$ cat src/include/scs_consts.vh
// constants for the serial interface configuration and status register slice
`ifndef SCS_CONSTS_VH
`define SCS_CONSTS_VH

`define SCS_CFG_ADDR 8'ha1
`define SCS_CFG_RESET 8'h07
`define SCS_BIT_BUSY 7
`define SCS_BIT_MASTER 6
`define SCS_BIT_CPHA 5
`define SCS_BIT_CPOL 4
`define SCS_BIT_SELECTED 3
`define SCS_BIT_RAW_SEL 2
`define SCS_BIT_SHIFT_EMPTY 1
`define SCS_BIT_RX_EMPTY 0
`define SCS_BYTE_LAST 3'h7
`define SCS_HALF_BIT_DEFAULT 2
`define SCS_FIFO_DEPTH_DEFAULT 16
`define SCS_FIFO_AW_DEFAULT 4
// synchroniser reset: select high, clock at its reset idle (low), data low, master-in high
`define SCS_SYNC_RESET 4'h9

`endif

$ cat src/rtl/scs_sync.v
// three-stage pin synchroniser, output changes only when stages two and three agree
`timescale 1ns/10ps
`default_nettype none
module scs_sync #(
  parameter WIDTH = 4,
  parameter [WIDTH-1:0] RESET_VAL = {WIDTH{1'b1}}
) (
  input wire clock_in, // core clock
  input wire rst_in, // async reset, active high
  input wire [WIDTH-1:0] async_in, // pins from outside the clock domain
  output wire [WIDTH-1:0] stage2_out, // second stage, undebounced level
  output reg [WIDTH-1:0] stable_out // level once stages agree
);
  reg [WIDTH-1:0] s1;
  reg [WIDTH-1:0] s2;
  reg [WIDTH-1:0] s3;

  assign stage2_out = s2;

  always @(posedge clock_in or posedge rst_in) begin
    if (rst_in) begin
      s1 <= RESET_VAL;
      s2 <= RESET_VAL;
      s3 <= RESET_VAL;
      stable_out <= RESET_VAL;
    end else begin
      s1 <= async_in;
      s2 <= s1;
      s3 <= s2;
      // a bit where the stages disagree keeps its old value
      stable_out <= (s3 & ~(s2 ^ s3)) | (stable_out & (s2 ^ s3));
    end
  end
endmodule // scs_sync
`default_nettype wire

$ cat src/rtl/scs_fifo.v
// receive byte fifo with a registered output stage
`timescale 1ns/10ps
`default_nettype none
module scs_fifo #(
  parameter WIDTH = 8,
  parameter DEPTH = 16,
  parameter AW = 4
) (
  input wire clock_in, // core clock
  input wire rst_in, // async reset, active high
  input wire in_valid_in, // write request
  output wire in_ready_in_out, // space available
  input wire [WIDTH-1:0] in_data_in, // write data
  output reg out_valid_out, // output word valid
  input wire out_ready_in, // consumer takes word
  output reg [WIDTH-1:0] out_data_out, // output word
  output wire empty_out // nothing stored and nothing presented
);
  reg [WIDTH-1:0] mem [0:DEPTH-1];
  reg [AW-1:0] wr_ptr;
  reg [AW-1:0] rd_ptr;
  reg [AW:0] count;
  wire push;
  wire pop;

  assign in_ready_in_out = (count != DEPTH[AW:0]);
  assign empty_out = (count == {(AW+1){1'b0}}) && !out_valid_out;
  assign push = in_valid_in && in_ready_in_out;
  assign pop = (count != {(AW+1){1'b0}}) && (!out_valid_out || out_ready_in);

  always @(posedge clock_in) begin
    if (push) begin
      mem[wr_ptr] <= in_data_in;
    end
  end

  always @(posedge clock_in or posedge rst_in) begin
    if (rst_in) begin
      wr_ptr <= {AW{1'b0}};
      rd_ptr <= {AW{1'b0}};
      count <= {(AW+1){1'b0}};
      out_valid_out <= 1'b0;
      out_data_out <= {WIDTH{1'b0}};
    end else begin
      if (push) begin
        wr_ptr <= (wr_ptr == DEPTH[AW-1:0] - 1'b1) ? {AW{1'b0}} : wr_ptr + 1'b1;
      end
      if (pop) begin
        rd_ptr <= (rd_ptr == DEPTH[AW-1:0] - 1'b1) ? {AW{1'b0}} : rd_ptr + 1'b1;
        out_data_out <= mem[rd_ptr];
        out_valid_out <= 1'b1;
      end else if (out_ready_in) begin
        out_valid_out <= 1'b0;
      end
      if (push && !pop) begin
        count <= count + 1'b1;
      end else if (pop && !push) begin
        count <= count - 1'b1;
      end
    end
  end
endmodule // scs_fifo
`default_nettype wire

$ cat src/rtl/scs_config_status.v
// serial interface configuration/status register with a minimal shift engine around it
// What this block does
// - busy flag high during any transfer
// - master select bit: 0 slave, 1 master
// - phase bit picks first or second edge
// - polarity bit sets serial clock idle level
// - selected flag is filtered inverse of select
// - raw select bit shows unfiltered pin level
// - slave shift empty sets when nothing pending
// - shift empty clears on load or clock edge
// - master mode: shift empty reads one
// - slave receive empty tracks unread received bytes
// - master mode: receive empty reads one
// - slave samples data mid bit
// - master samples one cycle before bit end
// - phase and polarity change only while disabled
`timescale 1ns/10ps
`default_nettype none
`include "scs_consts.vh"
module scs_config_status #(
  parameter HALF_BIT = `SCS_HALF_BIT_DEFAULT,
  parameter FIFO_DEPTH = `SCS_FIFO_DEPTH_DEFAULT,
  parameter FIFO_AW = `SCS_FIFO_AW_DEFAULT
) (
  input wire clock_in, // core clock, 25 mhz
  input wire rst_in, // async reset, active high
  input wire [7:0] sfr_addr_in, // special function register address
  input wire sfr_wr_in, // write strobe, one cycle
  input wire sfr_rd_in, // read strobe, one cycle
  input wire [7:0] sfr_wdata_in, // write data
  output reg [7:0] sfr_rdata_out, // read data, valid cycle after strobe
  input wire interface_enable_in, // interface enable from control register
  input wire tx_valid_in, // transmit byte offered
  input wire [7:0] tx_data_in, // transmit byte
  output reg tx_ready_out, // transmit buffer free
  output wire rx_valid_out, // received byte available
  output wire [7:0] rx_data_out, // received byte
  input wire rx_ready_in, // received byte taken
  input wire slave_select_in, // select pin, active low
  input wire sck_in, // serial clock pin level
  input wire mosi_in, // master-out pin level
  input wire miso_in, // master-in pin level
  output reg sck_out, // serial clock drive
  output reg sck_oe_out, // serial clock enable
  output reg mosi_out, // master-out drive
  output reg mosi_oe_out, // master-out enable
  output reg miso_out, // master-in drive
  output reg miso_oe_out // master-in enable
);
  localparam ST_IDLE = 2'b01;
  localparam ST_XFER = 2'b10;
  localparam integer LAST_CNT = 2 * HALF_BIT - 1;
  localparam integer SAMPLE_CNT = 2 * HALF_BIT - 2;

  // software visible mode bits
  reg master_sel;
  reg cpha_reg;
  reg cpol_reg;
  // copies the engine uses, refreshed only while disabled
  reg cpha_act;
  reg cpol_act;
  // status
  reg busy;
  reg shift_empty;
  reg rx_empty;
  // transmit buffer and shift registers
  reg [7:0] tx_buf;
  reg tx_full;
  reg [7:0] sh_tx;
  reg [7:0] sh_rx;
  reg sh_loaded;
  reg [2:0] bitcnt;
  reg [7:0] phase_cnt;
  reg [1:0] state;
  reg sck_prev;
  // receive push toward the fifo
  reg push_valid;
  reg [7:0] push_data;

  wire [3:0] pins_raw;
  wire [3:0] pins_st;
  wire nss_raw;
  wire nss_st;
  wire sck_st;
  wire mosi_st;
  wire miso_st;
  wire fifo_in_ready;
  wire fifo_empty;
  wire cfg_hit;
  wire slave_on;
  wire selected;
  wire sck_edge;
  wire leading;
  wire sample_edge;
  wire shift_edge;
  wire tx_take;
  wire master_start;
  wire slave_load;
  wire first_half;
  reg next_tx_full;
  reg next_shift_empty;

  scs_sync #(
    .WIDTH(4),
    .RESET_VAL(`SCS_SYNC_RESET)
  ) u_sync (
    .clock_in(clock_in),
    .rst_in(rst_in),
    .async_in({slave_select_in, sck_in, mosi_in, miso_in}),
    .stage2_out(pins_raw),
    .stable_out(pins_st)
  );

  scs_fifo #(
    .WIDTH(8),
    .DEPTH(FIFO_DEPTH),
    .AW(FIFO_AW)
  ) u_rx_fifo (
    .clock_in(clock_in),
    .rst_in(rst_in),
    .in_valid_in(push_valid),
    .in_ready_in_out(fifo_in_ready),
    .in_data_in(push_data),
    .out_valid_out(rx_valid_out),
    .out_ready_in(rx_ready_in),
    .out_data_out(rx_data_out),
    .empty_out(fifo_empty)
  );

  assign nss_raw = pins_raw[3];
  assign nss_st = pins_st[3];
  assign sck_st = pins_st[2];
  assign mosi_st = pins_st[1];
  assign miso_st = pins_st[0];

  assign cfg_hit = (sfr_addr_in == `SCS_CFG_ADDR);
  assign slave_on = interface_enable_in && !master_sel;
  assign selected = slave_on && !nss_st;
  assign sck_edge = sck_st ^ sck_prev;
  // leading edge leaves the idle level
  assign leading = sck_edge && (sck_st != cpol_act);
  assign sample_edge = cpha_act ? (sck_edge && !leading) : leading;
  assign shift_edge = cpha_act ? leading : (sck_edge && !leading);
  assign tx_take = tx_valid_in && tx_ready_out && !tx_full;
  // master holds off while the fifo is full; the check does not count a push still pending from the last byte
  assign master_start = (state == ST_IDLE) && interface_enable_in && master_sel
                        && tx_full && fifo_in_ready;
  assign slave_load = slave_on && tx_full && !sh_loaded && (bitcnt == 3'h0);
  // a bit is two halves of HALF_BIT core clocks each
  assign first_half = (phase_cnt < HALF_BIT[7:0]);

  always @* begin
    next_tx_full = tx_full;
    if (tx_take) begin
      next_tx_full = 1'b1;
    end else if (master_start || slave_load) begin
      next_tx_full = 1'b0;
    end
  end

  always @* begin
    next_shift_empty = shift_empty;
    if (master_sel) begin
      next_shift_empty = 1'b1;
    end else if (slave_load || (selected && sck_edge)) begin
      next_shift_empty = 1'b0;
    end else if (bitcnt == 3'h0 && !sh_loaded && !tx_full && !push_valid) begin
      next_shift_empty = 1'b1;
    end
  end

  // register access
  always @(posedge clock_in or posedge rst_in) begin
    if (rst_in) begin
      master_sel <= 1'b0;
      cpha_reg <= 1'b0;
      cpol_reg <= 1'b0;
      sfr_rdata_out <= `SCS_CFG_RESET;
    end else begin
      if (sfr_wr_in && cfg_hit) begin
        master_sel <= sfr_wdata_in[`SCS_BIT_MASTER];
        cpha_reg <= sfr_wdata_in[`SCS_BIT_CPHA];
        cpol_reg <= sfr_wdata_in[`SCS_BIT_CPOL];
      end
      if (sfr_rd_in && cfg_hit) begin
        sfr_rdata_out[`SCS_BIT_BUSY] <= busy;
        sfr_rdata_out[`SCS_BIT_MASTER] <= master_sel;
        sfr_rdata_out[`SCS_BIT_CPHA] <= cpha_reg;
        sfr_rdata_out[`SCS_BIT_CPOL] <= cpol_reg;
        sfr_rdata_out[`SCS_BIT_SELECTED] <= !nss_st;
        // second stage only: no agreement filter on this bit
        sfr_rdata_out[`SCS_BIT_RAW_SEL] <= nss_raw;
        // the registered flags trail a mode write by one cycle, so the mode bit overrides
        sfr_rdata_out[`SCS_BIT_SHIFT_EMPTY] <= shift_empty || master_sel;
        sfr_rdata_out[`SCS_BIT_RX_EMPTY] <= rx_empty || master_sel;
      end else if (sfr_rd_in) begin
        sfr_rdata_out <= 8'h00;
      end
    end
  end

  // status flags and transmit buffer
  always @(posedge clock_in or posedge rst_in) begin
    if (rst_in) begin
      cpha_act <= 1'b0;
      cpol_act <= 1'b0;
      shift_empty <= 1'b1;
      rx_empty <= 1'b1;
      tx_full <= 1'b0;
      tx_buf <= 8'h00;
      tx_ready_out <= 1'b0;
      // same level as the synchroniser's clock stage, so reset makes no false edge
      sck_prev <= 1'b0;
    end else begin
      // a change while running would tear the current byte
      if (!interface_enable_in) begin
        cpha_act <= cpha_reg;
        cpol_act <= cpol_reg;
      end
      shift_empty <= next_shift_empty;
      rx_empty <= master_sel ? 1'b1 : (fifo_empty && !push_valid);
      if (tx_take) begin
        tx_buf <= tx_data_in;
      end
      tx_full <= next_tx_full;
      tx_ready_out <= !next_tx_full;
      sck_prev <= sck_st;
    end
  end

  // shift engine, master and slave
  always @(posedge clock_in or posedge rst_in) begin
    if (rst_in) begin
      state <= ST_IDLE;
      busy <= 1'b0;
      sh_tx <= 8'h00;
      sh_rx <= 8'h00;
      sh_loaded <= 1'b0;
      bitcnt <= 3'h0;
      phase_cnt <= 8'h00;
      push_valid <= 1'b0;
      push_data <= 8'h00;
      sck_out <= 1'b0;
      sck_oe_out <= 1'b0;
      mosi_out <= 1'b0;
      mosi_oe_out <= 1'b0;
      miso_out <= 1'b0;
      miso_oe_out <= 1'b0;
    end else begin
      push_valid <= 1'b0;
      sck_oe_out <= interface_enable_in && master_sel;
      mosi_oe_out <= interface_enable_in && master_sel;
      miso_oe_out <= selected;
      if (!interface_enable_in) begin
        state <= ST_IDLE;
        busy <= 1'b0;
        bitcnt <= 3'h0;
        sh_loaded <= 1'b0;
        sck_out <= cpol_reg;
      end else if (master_sel) begin
        case (state)
          ST_IDLE: begin
            sck_out <= cpol_act;
            if (master_start) begin
              state <= ST_XFER;
              busy <= 1'b1;
              sh_tx <= tx_buf;
              mosi_out <= tx_buf[7];
              bitcnt <= 3'h0;
              phase_cnt <= 8'h00;
            end
          end
          ST_XFER: begin
            // phase 0 toggles in mid bit, phase 1 at bit start
            sck_out <= cpol_act ^ (cpha_act ? first_half : !first_half);
            if (phase_cnt == SAMPLE_CNT[7:0]) begin
              sh_rx <= {sh_rx[6:0], miso_st};
            end
            if (phase_cnt == LAST_CNT[7:0]) begin
              phase_cnt <= 8'h00;
              if (bitcnt == `SCS_BYTE_LAST) begin
                state <= ST_IDLE;
                busy <= 1'b0;
                sck_out <= cpol_act;
                bitcnt <= 3'h0;
                push_valid <= 1'b1;
                push_data <= sh_rx;
              end else begin
                bitcnt <= bitcnt + 3'h1;
                mosi_out <= sh_tx[6];
                sh_tx <= {sh_tx[6:0], 1'b0};
              end
            end else begin
              phase_cnt <= phase_cnt + 8'h01;
            end
          end
          default: begin
            state <= ST_IDLE;
            busy <= 1'b0;
          end
        endcase
      end else begin
        state <= ST_IDLE;
        if (!selected) begin
          // deselect restarts the byte
          bitcnt <= 3'h0;
          busy <= 1'b0;
        end else begin
          if (sample_edge) begin
            // the sampling edge sits mid bit for both phases
            sh_rx <= {sh_rx[6:0], mosi_st};
            if (bitcnt == `SCS_BYTE_LAST) begin
              bitcnt <= 3'h0;
              busy <= 1'b0;
              sh_loaded <= 1'b0;
              // slave cannot stall the master: a full fifo drops the byte
              push_valid <= fifo_in_ready;
              push_data <= {sh_rx[6:0], mosi_st};
            end else begin
              bitcnt <= bitcnt + 3'h1;
              busy <= 1'b1;
            end
          end
          if (shift_edge && bitcnt != 3'h0) begin
            miso_out <= sh_tx[6];
            sh_tx <= {sh_tx[6:0], 1'b0};
          end
        end
        if (slave_load && !(selected && sample_edge)) begin
          sh_tx <= tx_buf;
          miso_out <= tx_buf[7];
          sh_loaded <= 1'b1;
        end
      end
    end
  end
endmodule // scs_config_status
`default_nettype wire

$ cat config.mk
export PLATFORM = sky130hd
export DESIGN_NAME = scs_config_status
export DESIGN_NICKNAME = d
export VERILOG_FILES = /design/src/rtl/scs_sync.v /design/src/rtl/scs_fifo.v /design/src/rtl/scs_config_status.v
export VERILOG_INCLUDE_DIRS = /design/src /design/src/include
export SDC_FILE = /design/constraint.sdc
export NUM_CORES = 1
export LEC_CHECK = 0
export ABC_AREA = 1
export BUFFER_PORTS_ARGS = -buffer_cell sky130_fd_sc_hd__buf_2
export CAP_MARGIN = 20
export CELL_PAD_IN_SITES_DETAIL_PLACEMENT = 2
export CELL_PAD_IN_SITES_GLOBAL_PLACEMENT = 2
export CORE_UTILIZATION = 43
export DETAILED_ROUTE_END_ITERATION = 8
export MAX_ROUTING_LAYER = met4
export PLACE_DENSITY_LB_ADDON = 0.1
export SLEW_MARGIN = 20
export SYNTH_ARGS = -nofsm -noshare
export SYNTH_HDL_FRONTEND = slang
export SYNTH_SLANG_ARGS = --single-unit
$ cat constraint.sdc
create_clock -name clock_in -period 8.6 [get_ports clock_in]
set_input_delay 0.43 -clock clock_in [delete_from_list [all_inputs] [get_ports clock_in]]
set_output_delay 0.43 -clock clock_in [all_outputs]
set_load 0.05 [all_outputs]
## Word-level counts from Yosys, hierarchy flattened

Memory sizes are Yosys's and may differ from the RTL's. A register that Yosys moved wholly into a read port is not among the register bits.
Cells that the tools add are included.

| cells by class | value |
|---|---|
| shift operators | 0 |
| $mul | 0 |
| reductions and logical operators | 72 |
| order comparisons | 1 |
| div/mod/pow operators | 0 |
| $add $sub $neg | 6 |
| equal/unequal tests | 31 |
| bitwise operators | 8 |
| muxes and demuxes | 90 |

Operators with widths:

| kind | number |
|---|---|
| 8-bit two-way mux | 16 |
| 7-bit two-way mux | 7 |
| 1-bit two-way mux | 44 |
| 1-bit logical AND | 29 |
| 3-bit two-way mux | 7 |
| 4-bit AND reduction | 5 |
| 8-bit by 2-bit equality test with 1-bit output, second input constant | 2 |
| 8-bit one-hot mux with 2 select lines | 1 |
| 2-bit nonzero test | 8 |
| 3-bit by 1-bit != test with 1-bit output, second input constant | 5 |
| 7-bit one-hot mux with 2 select lines | 1 |
| 1-bit zero test | 12 |
| 4-bit != test, second input constant | 3 |
| 6-bit AND reduction | 2 |
| 3-bit nonzero test | 4 |
| 2-bit two-way mux | 5 |
| 5-bit two-way mux | 2 |
| 3-bit != test, second input constant | 3 |
| 4-bit by 1-bit adder with 4-bit output, second input constant | 2 |
| 8-bit by 1-bit adder with 8-bit output, second input constant | 1 |
| 4-bit AND | 2 |
| 4-bit equality test, second input constant | 2 |
| 8-bit equality test, second input constant | 1 |
| 8-bit by 2-bit less-than comparator with 1-bit output, second input constant | 1 |
| 29 further kinds | 43 |

| word-level totals | value |
|---|---|
| output and inout port bits | 24 |
| memories | 1 |
| bits in writable memories | 128 |
| word-level logic and storage cells | 243 |
| bits in read-only memories | 0 |
| register bits after elaboration | 100 |
| bits in latches | 0 |

Memories:

| memory | depth | width | read ports | clocked after Yosys merged registers in | wr ports | line | RTL |
|---|---|---|---|---|---|---|---|
| u_rx_fifo.mem | 16 | 8 | 1 | 1 | 1 | scs_fifo.v:19 | `reg [WIDTH-1:0] mem [0:DEPTH-1];` |

## Longest topological paths before layout

Gate-level depths: netlist of the first run.

| depth | value |
|---|---|
| depth in word-level cells | 11 |
| depth in mapped cells | 14 |
| gate-level depth less buffers | 14 |

## Modules after synthesis

Synthesis of the first run repeated with hierarchy kept, for this count alone.

| unflattened totals | value |
|---|---|
| cell total of the unflattened synthesis | 1128 |
| area total of the unflattened synthesis | 10654.0 µm² |

Modules (own cells, without submodules):

| module | cells each | sequential area each (µm²) | area an instance (µm²) | times used |
|---|---|---|---|---|
| scs_fifo | 633 | 4394.2 | 6545.0 | 1 |
| scs_config_status | 462 | 1759.2 | 3629.7 | 1 |
| scs_sync | 33 | 410.4 | 479.2 | 1 |

## Least setup slack after synthesis of the first run

No wires, ideal clock.

| timing path | value |
|---|---|
| path kind | register -> register |
| start point | register u_rx_fifo.count[0] |
| end point | register u_rx_fifo.count[4] |
| stages on the path, launching flop included | 15 |
| buffers on the path | 0 |
| data arrival time | 2.204 ns |
| path slack | 6.271 ns |
| cells stage by stage | dfrtp_1 -> nor2_1 -> nand4_1 -> nand2_1 -> clkinv_1 -> ha_1 -> inv_1 -> ha_1 -> a21oi_1 -> nor2_1 -> nor2_1 -> nand2_1 -> nand2_1 -> nor2_1 -> xor2_1 |

| on the way | value |
|---|---|
| cells in the longest elaborated chain, start to end | 5 |
| elaborated cells on any way between the ends | 13 |

RTL lines:

| what | line | RTL |
|---|---|---|
| from (decl) | scs_fifo.v:22 | `reg [AW:0] count;` |
| from (signal assigned) | scs_fifo.v:41 | `count <= {(AW+1){1'b0}};` |
| from (signal assigned) | scs_fifo.v:56 | `count <= count + 1'b1;` |
| from (signal assigned) | scs_fifo.v:58 | `count <= count - 1'b1;` |
| 5-bit != test (*) | scs_fifo.v:26 | `assign in_ready_in_out = (count != DEPTH[AW:0]);` |
| 1-bit logical AND (*) | scs_fifo.v:28 | `assign push = in_valid_in && in_ready_in_out;` |
| net u_rx_fifo.push | scs_fifo.v:23 | `wire push;` |
| 1-bit zero test | scs_fifo.v:57 | `end else if (pop && !push) begin` |
| 1-bit logical AND | scs_fifo.v:57 |  |
| 2-bit nonzero test (no source line) | -- |  |

Mark *: on every way through the listed nets, which the timed path passes. The rest lies on a longest branch. The select of a mux whose other input is x is not followed.
A chain may end at the register's enable or synchronous reset.

## Final worst setup path of the first run

Ends and elaborated chain as after synthesis.

==> results of run 1 <==
==> power by group through the flow <==
| stage | logic (mW) | clock network (mW) | registers (mW) |
|---|---|---|---|
| floorplan | 0.662 | 0 | 1.48 |
| global placement | 0.992 | 0 | 1.41 |
| detailed placement | 1.04 | 0 | 1.42 |
| CTS | 1.07 | 1.18 | 1.40 |
| global route | 1.17 | 1.22 | 1.41 |
| finish | 1.05 | 1.15 | 1.40 |
==> final cells by class <==
type | count | share of cell area
flip-flops and latches | 236 | 0.569
multi-input cells | 590 | 0.263
clock buffers | 39 | 0.0659
well taps | 313 | 0.0339
repair buffers | 62 | 0.0299
inverters | 88 | 0.0289
clock inverters | 9 | 0.00997
==> Yosys cell counts, types with 2 or more instances <==
master	instances	area [um2]
nand2_1	162	608
xor2_1	7	61.3
buf_6	4	45.0
xnor2_1	3	26.3
o221ai_1	13	114
maj3_1	4	40.0
edfxtp_1	128	3840
nand3_1	40	200
a21oi_1	39	195
dfstp_2	14	368
o31ai_1	6	45.0
o21ai_2	3	26.3
nand3b_1	2	15.0
o21ai_0	99	495
inv_2	4	15.0
nand2_2	5	31.3
nor2_4	3	33.8
clkbuf_1	20	75.1
buf_2	9	45.0
o21ai_1	8	40.0
clkinv_1	3	11.3
a21oi_2	2	17.5
nand2_4	3	33.8
o22ai_1	15	93.8
o211ai_1	3	22.5
ha_1	16	200
o21a_1	8	60.1
nand4_1	4	25.0
nor2_1	121	454
nor3_1	8	40.0
inv_1	80	300
dfrtp_1	94	2350
nand3_2	4	40.0
==> how the worst min path moves through the flow <==
stage,start,end,slack [ns],depth (start not counted)
after floorplan,u_sync.s1[1],u_sync.stage2_out[1],0.33,0
after global placement,u_sync.s1[1],u_sync.stage2_out[1],0.34,0
after detailed placement,u_sync.s1[1],u_sync.stage2_out[1],0.34,0
after CTS,tx_data_in[0],tx_buf[0],0.07,3
after global routing,tx_data_in[0],tx_buf[0],0.09,3
final,tx_data_in[7],tx_buf[7],0.09,3
==> worst max-delay path, stage by stage (launching register included) <==
cell	delay [ns]
dfrtp_1	0.43
nor2_1	0.20
nand4_1	0.28
nand2_1	0.23
clkinv_1	0.28
ha_1	0.33
inv_1	0.17
ha_1	0.30
a21oi_1	0.18
nor2_1	0.06
nor2_1	0.19
nand2_1	0.10
nand2_1	0.08
nor2_1	0.06
xor2_1	0.14
==> routing by layer <==
layer,track usage,wire length [um]
met1,0.294,11700
met2,0.464,15100
met3,0.0292,834
met5,-,0
met4,0.0588,457
==> metrics by stage <==
step	util	worst slack [ns]	instances	hold slack [ns]	cell area, um2
2_1_floorplan	-	5.35	949	0.331	10100
3_3_place_gp	0.465	5.74	1284	0.335	10600
3_5_place_dp	0.465	5.57	1284	0.338	10600
4_1_cts	0.505	5.43	1337	0.0735	11500
5_1_grt	0.505	5.24	1337	0.0921	11500
6_report	0.505	5.46	1337	0.0940	11500
==> cells in the final DEF (no fill, tap or decap), types with 4 or more instances in the layout <==
cell type,netlist,final
ha_1,16,16
dlygate4sd3_1,0,5
nor3_1,8,8
clkbuf_16,0,27
dfstp_2,14,14
nand2_1,162,162
inv_1,80,79
maj3_1,4,4
nor2_1,121,121
clkbuf_1,20,8
nand3_1,40,40
o221ai_1,13,13
a21oi_1,39,39
inv_2,4,4
o21a_1,8,8
edfxtp_1,128,128
o22ai_1,15,15
nand4_1,4,4
dfrtp_1,94,94
clkbuf_8,0,4
o31ai_1,6,6
nand2_2,5,5
buf_4,1,4
xor2_1,7,7
buf_2,9,53
o21ai_0,99,99
clkinv_1,3,7
nand3_2,4,4
o21ai_1,8,8
==> kinds of logic after synthesis <==
kind of cell	share of synthesized area
AO/OA/AOI/OAI	0.115
XOR/XNOR	0.00867
adder cells (fa/ha/maj)	0.0258
buffers and inverters	0.0503
flip-flops	0.649
AND/OR/NAND/NOR	0.151
==> timing repair <==
item | CTS | global route
hold buffers | 5 | 0
resized for setup | 0 | 0
endpoints found under the hold margin | 37 | 0
==> qor.yml, run 1 <==
die:
  dieArea_mm2: 0.0241
  die_x_um: 155
  core_mm2: 0.0228
  fp-row-count: 55
  die_y_um: 155
  io_pins: 59
  start_util: 0.442
grt:
  grt_pass1_wl_um: 45100
  antenna_found_initial: 0
  grt_max_degree: 75
  grt_usage: 0.252
  overflow: 0
  grt_pass1_vias: 8057
worst_setup_path:
  crit_path_start_kind: "register"
  critPathCaptureType: "register"
  ff2ff_setup_slack_ns: 5.46
  critPathRequiredTime_ns: 9.01
  crit_fanout: 9
  cp.arrival_ns: 3.55
  crit_start: "u_rx_fifo.count[0]"
  r2r_end: "u_rx_fifo.count[4]"
  worstRegToRegCells: 14
  crit_end: "u_rx_fifo.count[4]"
  r2r_start: "u_rx_fifo.count[0]"
  critPathKind: "register to register"
power_and_ir_drop:
  peakVddDrop_v: 0.000173
  p_leak_nw: 5.02
  powerDensity_mw_per_mm2: 312
  p_seq_frac: 0.388
  combPwrFrac: 0.291
  p_sw_frac: 0.359
  power_frac_clock: 0.320
  power.switching_mw: 1.29
  p_int_mw: 2.31
  p_total_mw: 3.60
route:
  ant_nets: 0
  drtIter0Drc: 281
  drc: 0
  wl_um: 28100
  dr.pass1.iters: 4
  vias: 7204
  wl_per_cell_um: 21.0
  viasPerCell: 5.39
finish:
  drive_above_1_share: 0.133
  diodes: 0
  fillers: 2361
  ff_latch_area_mm2: 0.00656
  finalNetCount: 1056
  top_register: "u_rx_fifo.mem"
  multiInputGateArea_mm2: 0.00303
  synthToLayoutAreaGrowth_pct: 14.2
  largest_reg_flops: 128
logic_synthesis:
  ys.warnings.count: 0
  synthArstFlopShare: 0.458
  synth_cell_types: 48
  synth_seq_area_share: 0.649
  synthFlopType: "edfxtp_1"
  synth_edf_count: 128
  postSynthCellCount: 949
  ys_ff_latch: 236
  avgSynthCellArea_um2: 10.6
  synth_fp_nets: 1001
  synth_area_mm2: 0.0101
sta:
  skew_ns: 0.0110
  setup_viol_count_final: 0
  report.final.hold_viol_count: 0
  relSlewSlack: 0.256
  fin_crit_ns: 3.14
  fin_setup_tns_ns: 0
  tightest_slew_ns: 1.11
  fin_crit_sh: 0.365
  maxSlewViolCount: 0
  fmax_ghz: 0.319
  rsz0062_at_grt: "false"
cts:
  cts_tree: "done"
  cts-root-buf: "clkbuf_16"
  htreeDepth: 1
  clockBufferDepth: 3
  path_clk_slew_ns: 0.06
  cts_buffers: 26
  clk_latency_ns: 0.54
  postCtsSetupRepairBufs: 0
  cts.sinks: 236
status:
  status: "finished clean"
placed_design:
  finalWeightedCongestion: 0.774
  hpwl_um: 17900
  portBuffers: 53
run:
  maxCapViolations: 0
hold_path:
  hold_path.class: "input port to register"
(Power assumes the default switching activity.)
==> run 2: changes to the inputs <==
--- a/config.mk
+++ b/config.mk
@@ -6,12 +6,12 @@
 export SDC_FILE = /design/constraint.sdc
 export NUM_CORES = 1
 export LEC_CHECK = 0
-export ABC_AREA = 1
+export ABC_AREA = 0
 export BUFFER_PORTS_ARGS = -buffer_cell sky130_fd_sc_hd__buf_2
 export CAP_MARGIN = 20
 export CELL_PAD_IN_SITES_DETAIL_PLACEMENT = 2
 export CELL_PAD_IN_SITES_GLOBAL_PLACEMENT = 2
-export CORE_UTILIZATION = 43
+export CORE_UTILIZATION = 45
 export DETAILED_ROUTE_END_ITERATION = 8
 export MAX_ROUTING_LAYER = met4
 export PLACE_DENSITY_LB_ADDON = 0.1
==> constraint.sdc (replaced) <==
create_clock -name clock_in -period 2.95 [get_ports clock_in]
set_input_delay 0.1475 -clock clock_in [delete_from_list [all_inputs] [get_ports clock_in]]
set_output_delay 0.1475 -clock clock_in [all_outputs]
set_load 0.05 [all_outputs]
==> run 2 against run 1 <==
Compared with the run above:
- utilization up 4.4 points
- register-to-register slack worse by 5.3 ns
- clock skew about the same
- clock power rose to 3.0 times the previous value
- area after synthesis down 3.1%
==> qor.yml, run 2 <==
cts:
  clk_latency_ns: 0.52  # was 0.54 ns
  htreeDepth: 1  # unchanged
  cts.sinks: 236  # unchanged
  cts_tree: "done"  # unchanged
  cts_buffers: 25  # was 26
  clockBufferDepth: 3  # unchanged
  cts-root-buf: "clkbuf_16"  # unchanged
  path_clk_slew_ns: 0.06  # about the same
logic_synthesis:
  synth_area_leaders: "edfxtp_1, dfrtp_1, mux4_2"  # was edfxtp_1, dfrtp_1, nand2_1
  ys.warnings.count: 0  # unchanged
  postSynthCellCount: 620  # was 949
  synth_fp_nets: 672  # was 1,001
  synth_edf_count: 128  # unchanged
  synthArstFlopShare: 0.458  # unchanged
  synth_seq_area_share: 0.670  # was 0.649
  synth_cell_types: 57  # was 48
  ys_ff_latch: 236  # unchanged
  avgSynthCellArea_um2: 15.8  # was 10.6 um2
  synth.top_cells.by_count: "edfxtp_1, dfrtp_1, nand2_1"  # was nand2_1, edfxtp_1, nor2_1
  synthFlopType: "edfxtp_1"  # unchanged
  synth_area_mm2: 0.00980  # was 0.0101 mm2
  synth_top_cell_by_area: "edfxtp_1"  # unchanged
  synth_top_area_frac: 0.392  # was 0.380
  yosysMostFrequentCell: "edfxtp_1"  # was nand2_1
sta:
  maxSlewViolCount: 0  # unchanged
  fin_setup_tns_ns: 0  # unchanged
  report.final.hold_viol_count: 0  # unchanged
  hold_ws_ns: 0.0348  # was 0.0940 ns
  setup_viol_count_final: 0  # unchanged
  fin_crit_ns: 2.75  # was 3.14 ns
  fin_crit_sh: 0.934  # was 0.365
  fmax_ghz: 0.363  # was 0.319 GHz
  skew_ns: 0.0107  # was 0.0110 ns
  layout_setup_ws_ns: 0.196  # was 5.46 ns
  relSlewSlack: 0.306  # was 0.256
  tightest_slew_ns: 1.04  # was 1.11 ns
grt:
  use_met3: 0.0311  # was 0.0292
  grt_pass1_wl_um: 38800  # was 45,100 um
  antenna_found_initial: 0  # unchanged
  grt_usage: 0.241  # was 0.252
  gr-usage-met2: 0.447  # was 0.464
  grt_use_met1: 0.273  # was 0.294
  grt_pass1_vias: 6629  # was 8,057
  busiest_layer: "met2"  # unchanged
  grt_max_degree: 109  # was 75
  overflow: 0  # unchanged
worst_setup_path:
  crit_fanout: 4  # was 9
  cp.arrival_ns: 3.15  # was 3.55 ns
  critPathKind: "register to register"  # unchanged
  critPathRequiredTime_ns: 3.34  # was 9.01 ns
  crit_path_start_kind: "register"  # unchanged
  critPathCaptureType: "register"  # unchanged
  ff2ff_setup_slack_ns: 0.20  # was 5.46 ns
finish:
  drive_above_1_share: 0.308  # was 0.133
  multiInputGateArea_mm2: 0.00305  # was 0.00303 mm2
  finalNetCount: 772  # was 1,056
  finalNonFillerCells: 1013  # was 1,337
  final_cell_mix: "edfxtp_1, dfrtp_1, buf_2"  # was nand2_1, edfxtp_1, nor2_1
  ff_latch_area_mm2: 0.00657  # was 0.00656 mm2
  synthToLayoutAreaGrowth_pct: 18.5  # was 14.2%
  fillers: 1872  # was 2,361
  largest_reg_flops: 128  # unchanged
  layout_commonest_cell: "edfxtp_1"  # was nand2_1
  top_register: "u_rx_fifo.mem"  # unchanged
  final_area_mm2: 0.0116  # was 0.0115 mm2
  diodes: 0  # unchanged
run:
  maxCapViolations: 0  # unchanged
placed_design:
  place_area_mm2: 0.0105  # was 0.0106 mm2
  pre_cts_slack_ns: 0.0607  # was 5.57 ns
  portBuffers: 53  # unchanged
  dp.cells: 949  # was 1,284
  hpwl_um: 16300  # was 17,900 um
  finalWeightedCongestion: 0.747  # was 0.774
die:
  fp-row-count: 53  # was 55
  core_mm2: 0.0212  # was 0.0228 mm2
  die_y_um: 150  # was 155 um
  start_util: 0.463  # was 0.442
  die_x_um: 150  # was 155 um
  io_pins: 59  # unchanged
  dieArea_mm2: 0.0224  # was 0.0241 mm2
power_and_ir_drop:
  powerDensity_mw_per_mm2: 816  # was 312 mW/mm2
  peakVddDrop_v: 0.000519  # was 0.000173 V
  p_leak_nw: 4.47  # was 5.02 nW
status:
  status: "finished clean"  # unchanged
route:
  ant_nets: 0  # unchanged
  drtIter0Drc: 292  # was 281
  viasPerCell: 5.62  # was 5.39
  wl_per_cell_um: 24.2  # was 21.0 um
  vias: 5691  # was 7,204
  dr.pass1.iters: 4  # unchanged
  wl_um: 24500  # was 28,100 um
  drc: 0  # unchanged
hold_path:
  hold_path.class: "input port to register"  # unchanged
[run 2: metal layers]
metal,vias up,part of all wire
li1,2528,-
met1,3009,0.39
met2,116,0.55
met3,38,0.032
met4,0,0.020
met5,-,0
[run 2: metrics by stage]
stage | util | power, mW
after CTS | 0.548 | 9.57
after global routing | 0.549 | 9.87
after detailed placement | 0.497 | 6.04
after floorplan | - | 5.53
after global placement | 0.497 | 5.91
final | 0.549 | 9.47
[run 2: what timing repair did]
action,in CTS,in global routing
hold buffers,18,0
setup buffers,0,1
pin swaps,0,1
resized for setup,1,3
hold endpoints to repair,111,0
setup endpoints to repair,1,1
[run 2: report_power, final]
group	leakage, nW	switching (mW)	total, mW	internal, mW
Sequential	2.57	0.365	4.15	3.78
Combinational	1.47	1.00	1.89	0.887
Clock	0.430	1.27	3.44	2.17
Total	4.47	2.63	9.47	6.84
[run 2: worst paths after layout]
check / endpoint / cells past startpoint / from
setup reg to reg: u_rx_fifo.count[4] / 11 / u_rx_fifo.count[2]
max in group asynchronous: u_rx_fifo.rd_ptr[0] / 4 / rst_in
hold / removal: push_valid / 2 / interface_enable_in
min in group asynchronous: async pin / 4 / rst_in
hold reg to reg: u_sync.stage2_out[2] / 0 / u_sync.s1[2]
setup / recovery: u_rx_fifo.count[4] / 11 / u_rx_fifo.count[2]
[run 2: cell type report]
class,count,area share
clock buffers,33,0.0565
clock inverters,12,0.0204
inverters,23,0.00776
multi-input cells,337,0.263
flip-flops and latches,236,0.565
well taps,275,0.0296
repair buffers,97,0.0573
[run 2: cells by family after synthesis]
group | Yosys count | synth area share
AO/OA/AOI/OAI | 77 | 0.0522
flip-flops | 236 | 0.670
XOR/XNOR | 8 | 0.00792
buffers and inverters | 47 | 0.0206
AND/OR/NAND/NOR | 130 | 0.0626
adder cells (fa/ha/maj) | 21 | 0.0266
multiplexers | 101 | 0.160
[run 2: critical path, cell delays in order, from the launching register on]
cell and delay (ns):
dfrtp_1 0.43, nor4_4 0.34, nor2b_4 0.22, nand2b_1 0.16, ha_1 0.20, inv_1 0.11, fa_1 0.47, a21o_1 0.18
a21oi_1 0.17, xnor2_1 0.14, nor2_1 0.07, xor2_1 0.15
==> run 3: changes to the inputs <==
==> constraint.sdc (replaced) <==
create_clock -name clock_in -period 2.95 [get_ports clock_in]
set_input_delay 0.295 -clock clock_in [delete_from_list [all_inputs] [get_ports clock_in]]
set_output_delay 0.295 -clock clock_in [all_outputs]
set_load 0.05 [all_outputs]
==> run 3 against run 2 <==
Compared with the run above:
- design area decreased by 0.19%
- utilization decreased by 0.11 points
- critical path type unchanged
- sequential cell count unchanged
- combinational power about the same
- non-clock buffer count decreased by 2
==> qor.yml, run 3 (synthesized netlist as in run 2, its figures left out) <==
finish:
  final_cell_mix: "edfxtp_1, dfrtp_1, buf_2"  # unchanged
  top_register: "u_rx_fifo.mem"  # unchanged
  finalNetCount: 771  # was 772
  drive_above_1_share: 0.322  # was 0.308
  layout_commonest_cell: "edfxtp_1"  # unchanged
  diodes: 0  # unchanged
  final_area_mm2: 0.0116  # about the same
  largest_reg_flops: 128  # unchanged
  synthToLayoutAreaGrowth_pct: 18.3  # was 18.5%
  finalNonFillerCells: 1014  # was 1,013
route:
  vias: 5657  # was 5,691
  wl_per_cell_um: 24.3  # was 24.2 um
  drtIter0Drc: 251  # was 292
  dr.pass1.iters: 4  # unchanged
  wl_um: 24600  # was 24,500 um
  drc: 0  # unchanged
  ant_nets: 0  # unchanged
  viasPerCell: 5.58  # was 5.62
worst_setup_path:
  cp.arrival_ns: 3.18  # was 3.15 ns
  path_cells: "nor4_4, nor2b_4, nand2b_1, ha_1, inv_1, fa_2, a21o_1, a21oi_1, xnor2_1, nor2_1, xor2_1"  # was nor4_4, nor2b_4, nand2b_1, ha_1, inv_1, fa_1, a21o_1, a21oi_1, xnor2_1, nor2_1, xor2_1
  critPathCaptureType: "register"  # unchanged
  critPathRequiredTime_ns: 3.38  # was 3.34 ns
  critPathKind: "register to register"  # unchanged
  slowest_delay_ns: 0.45  # was 0.47 ns
  crit_path_start_kind: "register"  # unchanged
  crit_slowest_cell: "dfrtp_2"  # was fa_1
  worstRegToRegCells: 11  # unchanged
  crit_fanout: 4  # unchanged
hold_path:
  worstHoldPathCells: 2  # unchanged
  hold_path.class: "input port to register"  # unchanged
cts:
  clk_latency_ns: 0.52  # about the same
  clockBufferDepth: 3  # unchanged
  path_clk_slew_ns: 0.06  # about the same
  cts-root-buf: "clkbuf_16"  # unchanged
  postCtsSetupRepairBufs: 0  # unchanged
  cts_buffers: 26  # was 25
  cts_tree: "done"  # unchanged
  cts.sinks: 236  # unchanged
  htreeDepth: 1  # unchanged
sta:
  fin_crit_ns: 2.75  # about the same
  maxSlewViolCount: 0  # unchanged
  fin_setup_tns_ns: 0  # unchanged
  relSlewSlack: 0.452  # was 0.306
  layout_setup_ws_ns: 0.198  # was 0.196 ns
  report.final.hold_viol_count: 0  # unchanged
  fmax_ghz: 0.363  # about the same
  tightest_slew_ns: 0.821  # was 1.04 ns
  fin_crit_sh: 0.933  # was 0.934
  skew_ns: 0.0124  # was 0.0107 ns
  rsz0062_at_grt: "false"
  setup_viol_count_final: 0  # unchanged
die:
  core_mm2: 0.0212  # unchanged
  dieArea_mm2: 0.0224  # unchanged
  die_x_um: 150  # unchanged
  start_util: 0.463  # unchanged
  fp-row-count: 53  # unchanged
  io_pins: 59  # unchanged
  die_y_um: 150  # unchanged
grt:
  grt_use_met1: 0.269  # was 0.273
  grt_pass1_vias: 6602  # was 6,629
  antenna_found_initial: 0  # unchanged
  grt_usage: 0.239  # was 0.241
  use_met3: 0.0329  # was 0.0311
  overflow: 0  # unchanged
  busiest_layer: "met2"  # unchanged
  grt_pass1_wl_um: 38400  # was 38,800 um
  grt_max_degree: 40  # was 109
  gr-usage-met2: 0.441  # was 0.447
placed_design:
  dp.cells: 951  # was 949
  finalWeightedCongestion: 0.758  # was 0.747
  place_area_mm2: 0.0105  # about the same
  hpwl_um: 16300  # about the same
  pre_cts_slack_ns: 0.0100  # was 0.0607 ns
  portBuffers: 53  # unchanged
power_and_ir_drop:
  p_total_mw: 9.38  # was 9.47 mW
  p_sw_frac: 0.289  # was 0.278
  peakVddDrop_v: 0.000559  # was 0.000519 V
  power_frac_clock: 0.356  # was 0.363
  p_int_mw: 6.67  # was 6.84 mW
  p_seq_frac: 0.443  # was 0.438
  powerDensity_mw_per_mm2: 809  # was 816 mW/mm2
  combPwrFrac: 0.201  # was 0.199
  power.switching_mw: 2.71  # was 2.63 mW
  p_leak_nw: 4.47  # about the same
run:
  maxCapViolations: 0  # unchanged
status:
  status: "finished clean"  # unchanged
-- run 3: metrics by stage --
stage / hold WS (ns) / utilization
finish: 0.0370 / 0.548
global route: 0.0176 / 0.548
CTS: 0.000924 / 0.547
detailed placement: 0.338 / 0.498
global placement: 0.341 / 0.498
floorplan: 0.299 / -
-- run 3: worst paths after layout --
| path | startpoint | end | slack [ns] |
|---|---|---|---|
| worst min-delay path | tx_data_in[4] | tx_buf[4] | 0.04 |
| worst min register to register | u_sync.s1[2] | u_sync.stage2_out[2] | 0.35 |
| min in group asynchronous | rst_in | state[1] | 0.47 |
| worst max-delay path | u_rx_fifo.count[0] | u_rx_fifo.count[4] | 0.20 |
| max in group asynchronous | rst_in | rx_empty | 1.74 |
| worst max register to register | u_rx_fifo.count[0] | u_rx_fifo.count[4] | 0.20 |
-- run 3: final cells by class --
| cell class | instances | area, um2 |
|---|---|---|
| fillers | 1846 | 9570 |
| clock buffers | 34 | 722 |
| repair buffers | 95 | 653 |
| well taps | 275 | 344 |
| flip-flops and latches | 236 | 6570 |
| inverters | 23 | 90.1 |
| multi-input cells | 337 | 3060 |
| clock inverters | 14 | 156 |
-- run 3: per-layer routing --
metal	vias up	part of all wire
met2	113	0.56
li1	2522	-
met3	30	0.030
met1	2992	0.39
met4	0	0.018
met5	-	0
-- run 3: timing repair --
item | 4_1_cts | 5_1_grt
gates resized for setup | 1 | 5
gates cloned | 0 | 0
setup endpoints to repair | 1 | 1
hold buffers | 14 | 0
endpoints found under the hold margin | 44 | 0
-- run 3: power by group through the flow --
| stage | combinational (mW) | sequential [mW] | clock, mW |
|---|---|---|---|
| floorplan | 1.27 | 4.26 | 0 |
| global route | 2.05 | 4.21 | 3.51 |
| global placement | 1.76 | 4.16 | 0 |
| CTS | 1.91 | 4.14 | 3.40 |
| detailed placement | 1.87 | 4.20 | 0 |
| finish | 1.89 | 4.16 | 3.34 |
-- run 3: critical path, delay by kind of cell (launching register included) --
family,cells,cell delay (ns)
xor+xnor,2,0.28
compound gates,2,0.36
fa+ha+maj,2,0.63
simple gates,4,0.81
flops,1,0.45
buf+inv,1,0.13
